File: src/design/tpsd_pkg.sv
// Constants for the tape path sensor diagnostics block.
// Assumes a 250 MHz system clock and a classic Wishbone slave port.
`default_nettype none

package tpsd_pkg;

    // ------------------------------------------------------------
    // Register map, byte addresses
    // ------------------------------------------------------------
    localparam logic [7:0] OFS_CTRL     = 8'h00;
    localparam logic [7:0] OFS_STATUS   = 8'h04;
    localparam logic [7:0] OFS_SENSE    = 8'h08;
    localparam logic [7:0] OFS_VALUE    = 8'h0c;
    localparam logic [7:0] OFS_FLIGHT   = 8'h10;
    localparam logic [7:0] OFS_IRQ_STAT = 8'h14;
    localparam logic [7:0] OFS_IRQ_CLR  = 8'h18;
    localparam logic [7:0] OFS_IRQ_EN   = 8'h1c;

    // ------------------------------------------------------------
    // Fields and reset values
    // ------------------------------------------------------------
    localparam int         MODE_W         = 3;
    localparam logic [2:0] MODE_OFF       = 3'h0;
    localparam logic [2:0] MODE_SENSOR    = 3'h1;
    localparam logic [2:0] MODE_RING      = 3'h2;
    localparam logic [2:0] MODE_ARM_POS   = 3'h3;
    localparam logic [2:0] MODE_ARM_RESP  = 3'h4;
    localparam logic [2:0] MODE_RST       = 3'h0;

    localparam int         ST_STATE_LSB   = 0;
    localparam int         ST_RING_ABSENT = 4;
    localparam int         ST_RING_PRES   = 5;
    localparam int         ST_FLIGHT_OK   = 6;
    localparam int         ST_LEGEND      = 7;

    // Interrupt events.
    localparam int         IRQ_W          = 4;
    localparam int         IRQ_TAPE_READY = 0;
    localparam int         IRQ_RING_CHECK = 1;
    localparam int         IRQ_FLIGHT     = 2;
    localparam int         IRQ_LEGEND     = 3;
    localparam logic [3:0] IRQ_EN_RST     = 4'h0;

    localparam int         VAL_W          = 10;
    localparam logic [9:0] VAL_MAX        = 10'h3e7;
    localparam logic [9:0] FLIGHT_LO_MS   = 10'h014;
    localparam logic [9:0] FLIGHT_HI_MS   = 10'h01e;

    // ------------------------------------------------------------
    // Timing
    // ------------------------------------------------------------
    localparam int CLK_PERIOD_NS   = 4;
    localparam int HIGH_DRIVE_MS   = 1000;
    localparam int MS_NS           = 1000000;
    localparam int MS_CYCLES       = MS_NS / CLK_PERIOD_NS;
    localparam int HIGH_DRIVE_CYC  = HIGH_DRIVE_MS * MS_CYCLES;
    localparam int TIMER_W         = 28;

endpackage : tpsd_pkg

`default_nettype wire

File: src/design/tpsd_sync.sv
// Two-stage synchroniser for a group of independent level inputs.
// Assumes each bit is a slow level; multi-bit words may skew by a cycle.
`default_nettype none

module tpsd_sync #(
    parameter int W = 1
) (
    input  wire logic         clk_i,
    input  wire logic         rst_i,
    input  wire logic [W-1:0] d_i,
    output logic      [W-1:0] q_o
);

    logic [W-1:0] meta_q;

    always_ff @(posedge clk_i) begin
        if (rst_i) begin
            meta_q <= '0;
            q_o    <= '0;
        end else begin
            meta_q <= d_i;
            q_o    <= meta_q;
        end
    end

endmodule : tpsd_sync

`default_nettype wire

File: src/design/tpsd_top.sv
// Tape path sensor diagnostics: sensor display, solenoid tests, ring and arm tests.
// Assumes pins are asynchronous, tape motion logic is on clk_i.
//
// Operation
// RULE1 - Entering sensor or ring test: unload or rewind
// RULE2 - Sensor test shows one letter per asserted sensor
// RULE3 - Tens hub, units door, enter fan
// RULE4 - Solenoid high supply one second, then hold
// RULE5 - Write permit lamp follows ring flag
// RULE6 - Arm indication only between rest and far
// RULE7 - Ring test: absent then present on tens
// RULE8 - Arm test shows position value and legend
// RULE9 - Legend off leaving limit, on at far
// RULE10 - Time arm flight between limit flags
// RULE11 - Flight shown in ms, 20-30 acceptable
// RULE12 - De-energise outputs when action or test ends
//
// The Wishbone interface to the registers and the register offsets are this design's own decisions.
`default_nettype none

module tpsd_top #(
    parameter int MS_CYCLES      = tpsd_pkg::MS_CYCLES,
    parameter int HIGH_DRIVE_CYC = tpsd_pkg::HIGH_DRIVE_CYC,
    parameter int POS_W          = 10
) (
    input  wire logic             clk_i,
    input  wire logic             rst_i,
    input  wire logic             wb_cyc_i,
    input  wire logic             wb_stb_i,
    input  wire logic             wb_we_i,
    input  wire logic [7:0]       wb_adr_i,
    input  wire logic [3:0]       wb_sel_i,
    input  wire logic [31:0]      wb_dat_i,
    output logic      [31:0]      wb_dat_o,
    output logic                  wb_ack_o,
    output logic                  irq_o,
    input  wire logic             tens_btn_i,
    input  wire logic             units_btn_i,
    input  wire logic             enter_btn_i,
    input  wire logic             chute_clear_i,
    input  wire logic             reel_flag_i,
    input  wire logic             bot_marker_i,
    input  wire logic             eot_marker_i,
    input  wire logic             ring_flag_i,
    input  wire logic             arm_rest_flag_i,
    input  wire logic             arm_far_flag_i,
    input  wire logic [POS_W-1:0] arm_pos_i,
    input  wire logic             tape_done_i,
    output logic                  unload_req_o,
    output logic                  rewind_req_o,
    output logic      [5:0]       display_letters_o,
    output logic      [9:0]       display_value_o,
    output logic                  limit_legend_o,
    output logic                  write_permit_lamp_o,
    output logic                  hub_solenoid_o,
    output logic                  door_solenoid_o,
    output logic                  hub_high_supply_o,
    output logic                  door_high_supply_o,
    output logic                  fan_o
);

    typedef enum logic [3:0] {
        S_IDLE, S_PREP, S_PREP_WAIT, S_SENSOR, S_RING_OUT, S_RING_IN, S_RING_DONE,
        S_ARM_POS, S_RESP_ARM, S_RESP_FLY, S_RESP_DONE
    } tpsd_state_t;

    // ------------------------------------------------------------
    // Input synchronisers
    // ------------------------------------------------------------
    logic [9:0]       pins_s;
    logic [POS_W-1:0] pos_s;

    tpsd_sync #(.W(10)) u_sync_pins (.clk_i(clk_i), .rst_i(rst_i), .q_o(pins_s),
        .d_i({arm_far_flag_i, arm_rest_flag_i, ring_flag_i, eot_marker_i, bot_marker_i,
              reel_flag_i, chute_clear_i, enter_btn_i, units_btn_i, tens_btn_i}));
    tpsd_sync #(.W(POS_W)) u_sync_pos (.clk_i(clk_i), .rst_i(rst_i), .d_i(arm_pos_i),
        .q_o(pos_s));

    logic tens_s, units_s, enter_s, ring_s, rest_s, far_s, tens_prev_q, tens_press;
    logic [6:0] sensors;
    assign {enter_s, units_s, tens_s} = pins_s[2:0];
    assign {far_s, rest_s, ring_s}    = pins_s[9:7];
    // RULE6 arm between limits.
    assign sensors = {1'b0, ~rest_s & ~far_s, pins_s[7:3]};
    assign tens_press = tens_s & ~tens_prev_q;

    // ------------------------------------------------------------
    // Wishbone slave
    // ------------------------------------------------------------
    function automatic logic reg_hit(input logic [7:0] adr, input logic [7:0] ofs);
        reg_hit = (adr[7:2] == ofs[7:2]);
    endfunction : reg_hit

    logic        req, wr, mode_wr;
    logic [2:0]  mode_q;
    logic [3:0]  irq_stat_q, irq_en_q, irq_set, irq_clr;
    tpsd_state_t state_q;
    logic        ring_absent_ok_q, ring_present_ok_q, ring_seen_q, flight_ok_q;
    logic [9:0]  flight_q, value_d;
    logic [5:0]  letters_d;

    assign req     = wb_cyc_i & wb_stb_i & ~wb_ack_o;
    assign wr      = req & wb_we_i & wb_sel_i[0];
    assign mode_wr = wr & reg_hit(wb_adr_i, tpsd_pkg::OFS_CTRL);
    assign irq_clr = (wr & reg_hit(wb_adr_i, tpsd_pkg::OFS_IRQ_CLR)) ? wb_dat_i[3:0] : 4'h0;

    always_ff @(posedge clk_i) begin
        if (rst_i) begin
            wb_ack_o <= 1'b0;
            wb_dat_o <= 32'h0000_0000;
            mode_q   <= tpsd_pkg::MODE_RST;
            irq_en_q <= tpsd_pkg::IRQ_EN_RST;
        end else begin
            wb_ack_o <= req;
            if (mode_wr) begin
                mode_q <= wb_dat_i[2:0];
            end
            if (wr && reg_hit(wb_adr_i, tpsd_pkg::OFS_IRQ_EN)) begin
                irq_en_q <= wb_dat_i[3:0];
            end
            wb_dat_o <= 32'h0000_0000;
            if (req && !wb_we_i) begin
                if (reg_hit(wb_adr_i, tpsd_pkg::OFS_CTRL)) begin
                    wb_dat_o[2:0] <= mode_q;
                end else if (reg_hit(wb_adr_i, tpsd_pkg::OFS_STATUS)) begin
                    wb_dat_o[3:0] <= state_q;
                    wb_dat_o[tpsd_pkg::ST_RING_ABSENT] <= ring_absent_ok_q;
                    wb_dat_o[tpsd_pkg::ST_RING_PRES] <= ring_present_ok_q;
                    wb_dat_o[tpsd_pkg::ST_FLIGHT_OK] <= flight_ok_q;
                    wb_dat_o[tpsd_pkg::ST_LEGEND] <= limit_legend_o;
                end else if (reg_hit(wb_adr_i, tpsd_pkg::OFS_SENSE)) begin
                    wb_dat_o[6:0] <= sensors;
                end else if (reg_hit(wb_adr_i, tpsd_pkg::OFS_VALUE)) begin
                    wb_dat_o[9:0] <= display_value_o;
                end else if (reg_hit(wb_adr_i, tpsd_pkg::OFS_FLIGHT)) begin
                    wb_dat_o[9:0] <= flight_q;
                end else if (reg_hit(wb_adr_i, tpsd_pkg::OFS_IRQ_STAT)) begin
                    wb_dat_o[3:0] <= irq_stat_q;
                end else if (reg_hit(wb_adr_i, tpsd_pkg::OFS_IRQ_EN)) begin
                    wb_dat_o[3:0] <= irq_en_q;
                end
            end
        end
    end

    // ------------------------------------------------------------
    // Interrupts
    // ------------------------------------------------------------
    // A set in the same cycle as its clear wins, so no event is lost.
    always_ff @(posedge clk_i) begin
        if (rst_i) begin
            irq_stat_q <= 4'h0;
        end else begin
            irq_stat_q <= (irq_stat_q & ~irq_clr) | irq_set;
        end
    end
    assign irq_o = |(irq_stat_q & irq_en_q);

    // ------------------------------------------------------------
    // Test sequencer
    // ------------------------------------------------------------
    logic [tpsd_pkg::TIMER_W-1:0] ms_div_q;
    logic [9:0]                   ms_cnt_q;
    logic                         ms_tick;
    assign ms_tick = (ms_div_q == tpsd_pkg::TIMER_W'(MS_CYCLES - 1));

    always_ff @(posedge clk_i) begin
        if (rst_i) begin
            state_q           <= S_IDLE;
            unload_req_o      <= 1'b0;
            rewind_req_o      <= 1'b0;
            ring_absent_ok_q  <= 1'b0;
            ring_present_ok_q <= 1'b0;
            ring_seen_q       <= 1'b0;
            flight_ok_q       <= 1'b0;
            flight_q          <= 10'h000;
            ms_div_q          <= '0;
            ms_cnt_q          <= 10'h000;
            tens_prev_q       <= 1'b0;
        end else begin
            tens_prev_q  <= tens_s;
            unload_req_o <= 1'b0;
            rewind_req_o <= 1'b0;
            ring_seen_q  <= ring_seen_q | ring_s;
            if (mode_wr) begin
                case (wb_dat_i[2:0])
                    tpsd_pkg::MODE_SENSOR, tpsd_pkg::MODE_RING: state_q <= S_PREP;
                    tpsd_pkg::MODE_ARM_POS:  state_q <= S_ARM_POS;
                    tpsd_pkg::MODE_ARM_RESP: state_q <= S_RESP_ARM;
                    default:                 state_q <= S_IDLE;
                endcase
            end else begin
                case (state_q)
                    // RULE1 unload or rewind.
                    S_PREP: begin
                        unload_req_o <= pins_s[5];
                        rewind_req_o <= ~pins_s[5];
                        state_q      <= S_PREP_WAIT;
                    end
                    S_PREP_WAIT: begin
                        if (tape_done_i) begin
                            ring_seen_q       <= 1'b0;
                            ring_absent_ok_q  <= 1'b0;
                            ring_present_ok_q <= 1'b0;
                            state_q <= (mode_q == tpsd_pkg::MODE_RING) ? S_RING_OUT : S_SENSOR;
                        end
                    end
                    // RULE7 ring absent check.
                    S_RING_OUT: begin
                        if (tens_press) begin
                            ring_absent_ok_q <= ~(ring_seen_q | ring_s);
                            ring_seen_q      <= 1'b0;
                            state_q          <= S_RING_IN;
                        end
                    end
                    // RULE7 ring present check.
                    S_RING_IN: begin
                        if (tens_press) begin
                            ring_present_ok_q <= ring_seen_q | ring_s;
                            state_q           <= S_RING_DONE;
                        end
                    end
                    // RULE10 wait for far flag set.
                    S_RESP_ARM: begin
                        ms_div_q <= '0;
                        ms_cnt_q <= 10'h000;
                        if (far_s) state_q <= S_RESP_FLY;
                    end
                    // RULE10 time flight to rest.
                    S_RESP_FLY: begin
                        ms_div_q <= ms_tick ? '0 : ms_div_q + 1'b1;
                        if (ms_tick && ms_cnt_q != tpsd_pkg::VAL_MAX) begin
                            ms_cnt_q <= ms_cnt_q + 10'h001;
                        end
                        if (far_s) begin
                            ms_div_q <= '0;
                            ms_cnt_q <= 10'h000;
                        end else if (rest_s) begin
                            flight_q <= ms_cnt_q;
                            // RULE11 acceptable window.
                            flight_ok_q <= (ms_cnt_q >= tpsd_pkg::FLIGHT_LO_MS) &&
                                           (ms_cnt_q <= tpsd_pkg::FLIGHT_HI_MS);
                            state_q <= S_RESP_DONE;
                        end
                    end
                    S_RESP_DONE: if (far_s) state_q <= S_RESP_ARM;
                    default: ;
                endcase
            end
        end
    end

    always_comb begin
        irq_set = 4'h0;
        irq_set[tpsd_pkg::IRQ_TAPE_READY] = (state_q == S_PREP_WAIT) & tape_done_i & ~mode_wr;
        irq_set[tpsd_pkg::IRQ_RING_CHECK] = (state_q == S_RING_IN) & tens_press & ~mode_wr;
        irq_set[tpsd_pkg::IRQ_FLIGHT] = (state_q == S_RESP_FLY) & ~far_s & rest_s & ~mode_wr;
        irq_set[tpsd_pkg::IRQ_LEGEND] = (state_q == S_ARM_POS) &
                                        (limit_legend_o != (rest_s | far_s));
    end

    // ------------------------------------------------------------
    // Display and lamp
    // ------------------------------------------------------------
    always_comb begin
        letters_d = 6'h00;
        value_d   = 10'h000;
        case (state_q)
            // RULE2 one letter per sensor.
            S_SENSOR: letters_d = sensors[5:0];
            // RULE8 position value.
            S_ARM_POS: value_d = (pos_s > POS_W'(tpsd_pkg::VAL_MAX)) ?
                                 tpsd_pkg::VAL_MAX : 10'(pos_s);
            // RULE11 flight in ms.
            S_RESP_FLY, S_RESP_DONE: value_d = (state_q == S_RESP_DONE) ? flight_q : ms_cnt_q;
            default: value_d = 10'h000;
        endcase
    end

    always_ff @(posedge clk_i) begin
        if (rst_i) begin
            display_letters_o   <= 6'h00;
            display_value_o     <= 10'h000;
            limit_legend_o      <= 1'b0;
            write_permit_lamp_o <= 1'b0;
        end else begin
            display_letters_o   <= letters_d;
            display_value_o     <= value_d;
            // RULE9 legend at either limit.
            limit_legend_o      <= (state_q == S_ARM_POS) & (rest_s | far_s);
            // RULE5 lamp follows flag.
            write_permit_lamp_o <= ring_s;
        end
    end

    // ------------------------------------------------------------
    // Solenoids and fan
    // ------------------------------------------------------------
    // Drives stay on only while the button is held inside the sensor test.
    logic [1:0] sol_on, sol_high;
    // RULE3 button to actuator.
    assign sol_on = (state_q == S_SENSOR) ? {units_s, tens_s} : 2'b00;

    for (genvar g = 0; g < 2; g++) begin : g_sol
        logic [tpsd_pkg::TIMER_W-1:0] hold_q;
        // RULE4 high supply one second.
        always_ff @(posedge clk_i) begin
            if (rst_i || !sol_on[g]) begin
                hold_q <= '0;
            end else if (hold_q != tpsd_pkg::TIMER_W'(HIGH_DRIVE_CYC)) begin
                hold_q <= hold_q + 1'b1;
            end
        end
        assign sol_high[g] = sol_on[g] & (hold_q != tpsd_pkg::TIMER_W'(HIGH_DRIVE_CYC));
    end

    // RULE12 de-energise on exit.
    always_ff @(posedge clk_i) begin
        if (rst_i) begin
            hub_solenoid_o     <= 1'b0;
            door_solenoid_o    <= 1'b0;
            hub_high_supply_o  <= 1'b0;
            door_high_supply_o <= 1'b0;
            fan_o              <= 1'b0;
        end else begin
            hub_solenoid_o     <= sol_on[0];
            door_solenoid_o    <= sol_on[1];
            hub_high_supply_o  <= sol_high[0];
            door_high_supply_o <= sol_high[1];
            fan_o              <= (state_q == S_SENSOR) & enter_s;
        end
    end

endmodule : tpsd_top

`default_nettype wire

File: config.mk
export PLATFORM = sky130hd
export DESIGN_NAME = tpsd_top
export DESIGN_NICKNAME = d
export VERILOG_FILES = /design/src/design/tpsd_pkg.sv /design/src/design/tpsd_sync.sv /design/src/design/tpsd_top.sv
export SDC_FILE = /design/constraint.sdc
export NUM_CORES = 1
export LEC_CHECK = 0
export BUFFER_PORTS_ARGS = -buffer_cell sky130_fd_sc_hd__buf_2
export CORE_MARGIN = 1.5
export CORE_UTILIZATION = 40
export DETAILED_ROUTE_END_ITERATION = 12
export MAX_ROUTING_LAYER = met4
export PLACE_DENSITY = 0.67
export SLEW_MARGIN = 0
export SYNTH_ARGS = -nofsm -noshare
export SYNTH_HDL_FRONTEND = slang
export SYNTH_SLANG_ARGS = --single-unit
File: constraint.sdc
create_clock -name clk_i -period 2.25 [get_ports clk_i]
set_input_delay 0.225 -clock clk_i [delete_from_list [all_inputs] [get_ports clk_i]]
set_output_delay 0.225 -clock clk_i [all_outputs]
set_load 0.005 [all_outputs]
==> reports/metrics.yaml <==
synthesis:
  synth_commonest_cells: "dfxtp_1, nor2_1, nand2_1"
  synth_cell_types: 64
  synth-seq-cells: 200
  yosys-top-cells-area: "dfxtp_1, nor2_1, mux2i_1, xor2_1, nor2b_1"
  syn_inst: 1005
  yosysTopAreaCell: "dfxtp_1"
  synthArstFlopShare_pct: 0
  seq_area_frac_synth_pct: 45.1
  synth_top_cell_area_share_pct: 45.1
  ys_warn_count: 0
  yosysMostFrequentCell: "dfxtp_1"
  synth-edff-count: 0
  syn_area_sq_um: 8880
  avgSynthCellArea_sq_um: 8.84
  ys.flop_type: "dfxtp_1"
power_and_ir_drop:
  cellPowerDensity_nw_per_um2: 648
  vdd_drop_max_v: 0.000381
  p_sw_share_pct: 23.9
  power_frac_seq_pct: 53.2
  clkPwrFrac_pct: 43.9
  leakagePower_nw: 3.92
  net-switching-power_mw: 1.61
  internal_power_mw: 5.13
  comb_power_share_pct: 2.9
  finalPower_mw: 6.75
placed_design:
  place_area_sq_um: 9740
  gp_congestion: 0.870
  dp.cells: 1356
  io_buffers: 73
  dpl.hpwl_mm: 14.6
die:
  initial_utilization_pct: 40.7
  die_w_um: 152
  row_count: 54
  ios: 129
  dieArea_sq_um: 23100
  die_h_um: 152
  coreArea_sq_um: 21800
cells_and_area:
  nets: 1181
  top_regs: "g_sol.hold_q: 56 flops, ms_div_q: 28 flops"
  fin_cells: 1397
  synthToLayoutAreaGrowth_pct: 17.3
  post-route-util_pct: 47.7
  final_area_sq_um: 10400
  n_fill_cell: 2068
  regMostFlops: "g_sol.hold_q"
  drive_gt1_share_pct: 16.7
  largest_reg_flops: 56
  antenna_cells: 0
clock_network:
  cts_root_buf: "clkbuf_16"
  htree_num_levels: 4
  cts_tree: "yes"
  clk_pin_slew_ns: 0.08
  postCtsSetupBuffers: 0
  clock_sinks: 200
  ctsLongestPathBuffers: 2
  cts-buffers-inserted: 17
  worstSkewPairLatency_ns: 0.43
global_routing:
  globalRoute.totalOverflow: 0
  antenna_found_initial: 0
  grt_max_degree: 56
  grt.total_usage_pct: 18.3
  grt_pass1_wl_mm: 34.1
  grt_pass1_vias: 6888
sta:
  holdWs_ns: 0.00755
  tightest_slew_ns: 0.906
  finalHoldViolCount: 0
  finClkSkew_ns: 0.0109
  rsz0062_at_grt: "no"
  setup_viol: 0
  relSlewSlack_pct: 39.2
  max_freq_mhz: 472
  final_max_slew_viol_count: 0
  min_period_over_period_pct: 94.1
  post-route-min-period_ns: 2.12
routing:
  routed_via_density: 5.29
  ant_nets: 0
  drc: 0
  post_drt_wl_per_cell_um: 14.7
  first_pass_iters: 5
  via_count: 7391
  routed_wirelength_mm: 20.6
  drtIter0Drc: 508
worst_setup_path:
  arrival_ns: 2.49
  crit_fanout: 7
  critPathKind: "flop to flop"
  cp-start-kind: "flop"
  cp-end-kind: "flop"
  crit_required_ns: 2.62
worst_hold_path:
  hp-class: "input port to flop"
job:
  maxCapViolations: 0
run_status:
  status: "finished, final reports clean"
worst max-delay path: stages (launching register included):
cell and delay, ns:
dfxtp_1 0.37, and4_4 0.27, nand4_2 0.12, or4_1 0.65, or4_1 0.50, a21oi_1 0.14
layout by cell type, fill, tap and decap left out, types with 4 or more instances in the layout:
cell           instances
o2111ai_1              4
or2_2                  4
dlygate4sd3_1          9
inv_6                  4
and2_1                17
a31oi_1                8
nor3_1                32
nand3_1               43
buf_2                 72
o21ai_0               33
nor4b_1                4
clkbuf_16             17
nor3b_1                6
and4_1                 9
nand2_1               64
xnor2_1               30
o31ai_1               11
and3_1                14
nor2b_1               48
dfxtp_1              200
nor2_1               112
nand2b_1              10
a21oi_1               41
or3_1                  7
inv_1                 18
ha_1                   7
xor2_1                38
a22oi_1                7
nand4_1               31
buf_4                 52
nor4bb_1               5
or4_1                 12
nor4_1                23
or3b_2                 5
conb_1                22
mux2i_1               38
inv_8                  4
nand3b_1               4
through the flow:
| step | setup TNS (ns) | setup WS, ns |
|---|---|---|
| after CTS | 0 | 0.125 |
| final | 0 | 0.132 |
| after detailed placement | -0.101 | -0.0449 |
| after floorplan | 0 | 0.192 |
| after global routing | 0 | 0.00311 |
| after global placement | -0.0536 | -0.0335 |
power by group through the flow:
stage          clock network (mW)  logic (mW)  registers [mW]
6_report                     2.96       0.193            3.59
5_1_grt                      3.16       0.212            3.59
3_3_place_gp                    0       0.178            3.67
4_1_cts                      3.02       0.191            3.59
3_5_place_dp                    0       0.179            3.67
2_1_floorplan                   0       0.132            3.66
worst paths after layout:
check,start,endpoint,slack (ns),cells past startpoint
max,g_sol[0].hold_q[15],g_sol[0].hold_q[27],0.13,5
min,arm_far_flag_i,u_sync_pins.meta_q[9],0.008,2
max reg2reg,g_sol[0].hold_q[15],g_sol[0].hold_q[27],0.13,5
min reg2reg,u_sync_pins.q_o[2],fan_o,0.43,1
what timing repair did:
item,CTS,global route
resized for setup,0,2
endpoints found under the setup margin,0,2
endpoints found under the hold margin,8,1
hold buffers,8,1
logic make-up after synthesis:
family	after synthesis	share of synthesized area (%)
AND/OR/NAND/NOR	468	28.8
flip-flops	200	45.1
AO/OA/AOI/OAI	126	8.79
buffers and inverters	95	5.11
XOR/XNOR	68	6.71
multiplexers	40	4.54
adder cells (fa/ha/maj)	7	0.986
other	1	0.0422
metal layers:
layer  GRT usage (%)  part of all wire, %  vias to the layer above  wire (um)
met5               -                    0                        -          0
met4            6.70                  2.3                        0        478
met3            3.37                  5.0                       37       1030
met2            27.7                   45                      205       9250
met1            24.2                   48                     3466       9810
li1                -                    -                     3683          -
area by class of cell:
class / count / area (sq um) / area share [%]
inverter: 18 / 67.6 / 0.649
sequential: 200 / 4000 / 38.4
multi-input combinational: 731 / 4520 / 43.4
clock inverter: 15 / 150 / 1.44
tap: 280 / 350 / 3.36
clock buffer: 17 / 425 / 4.08
timing repair buffer: 136 / 901 / 8.65
(Power assumes the default switching activity.)
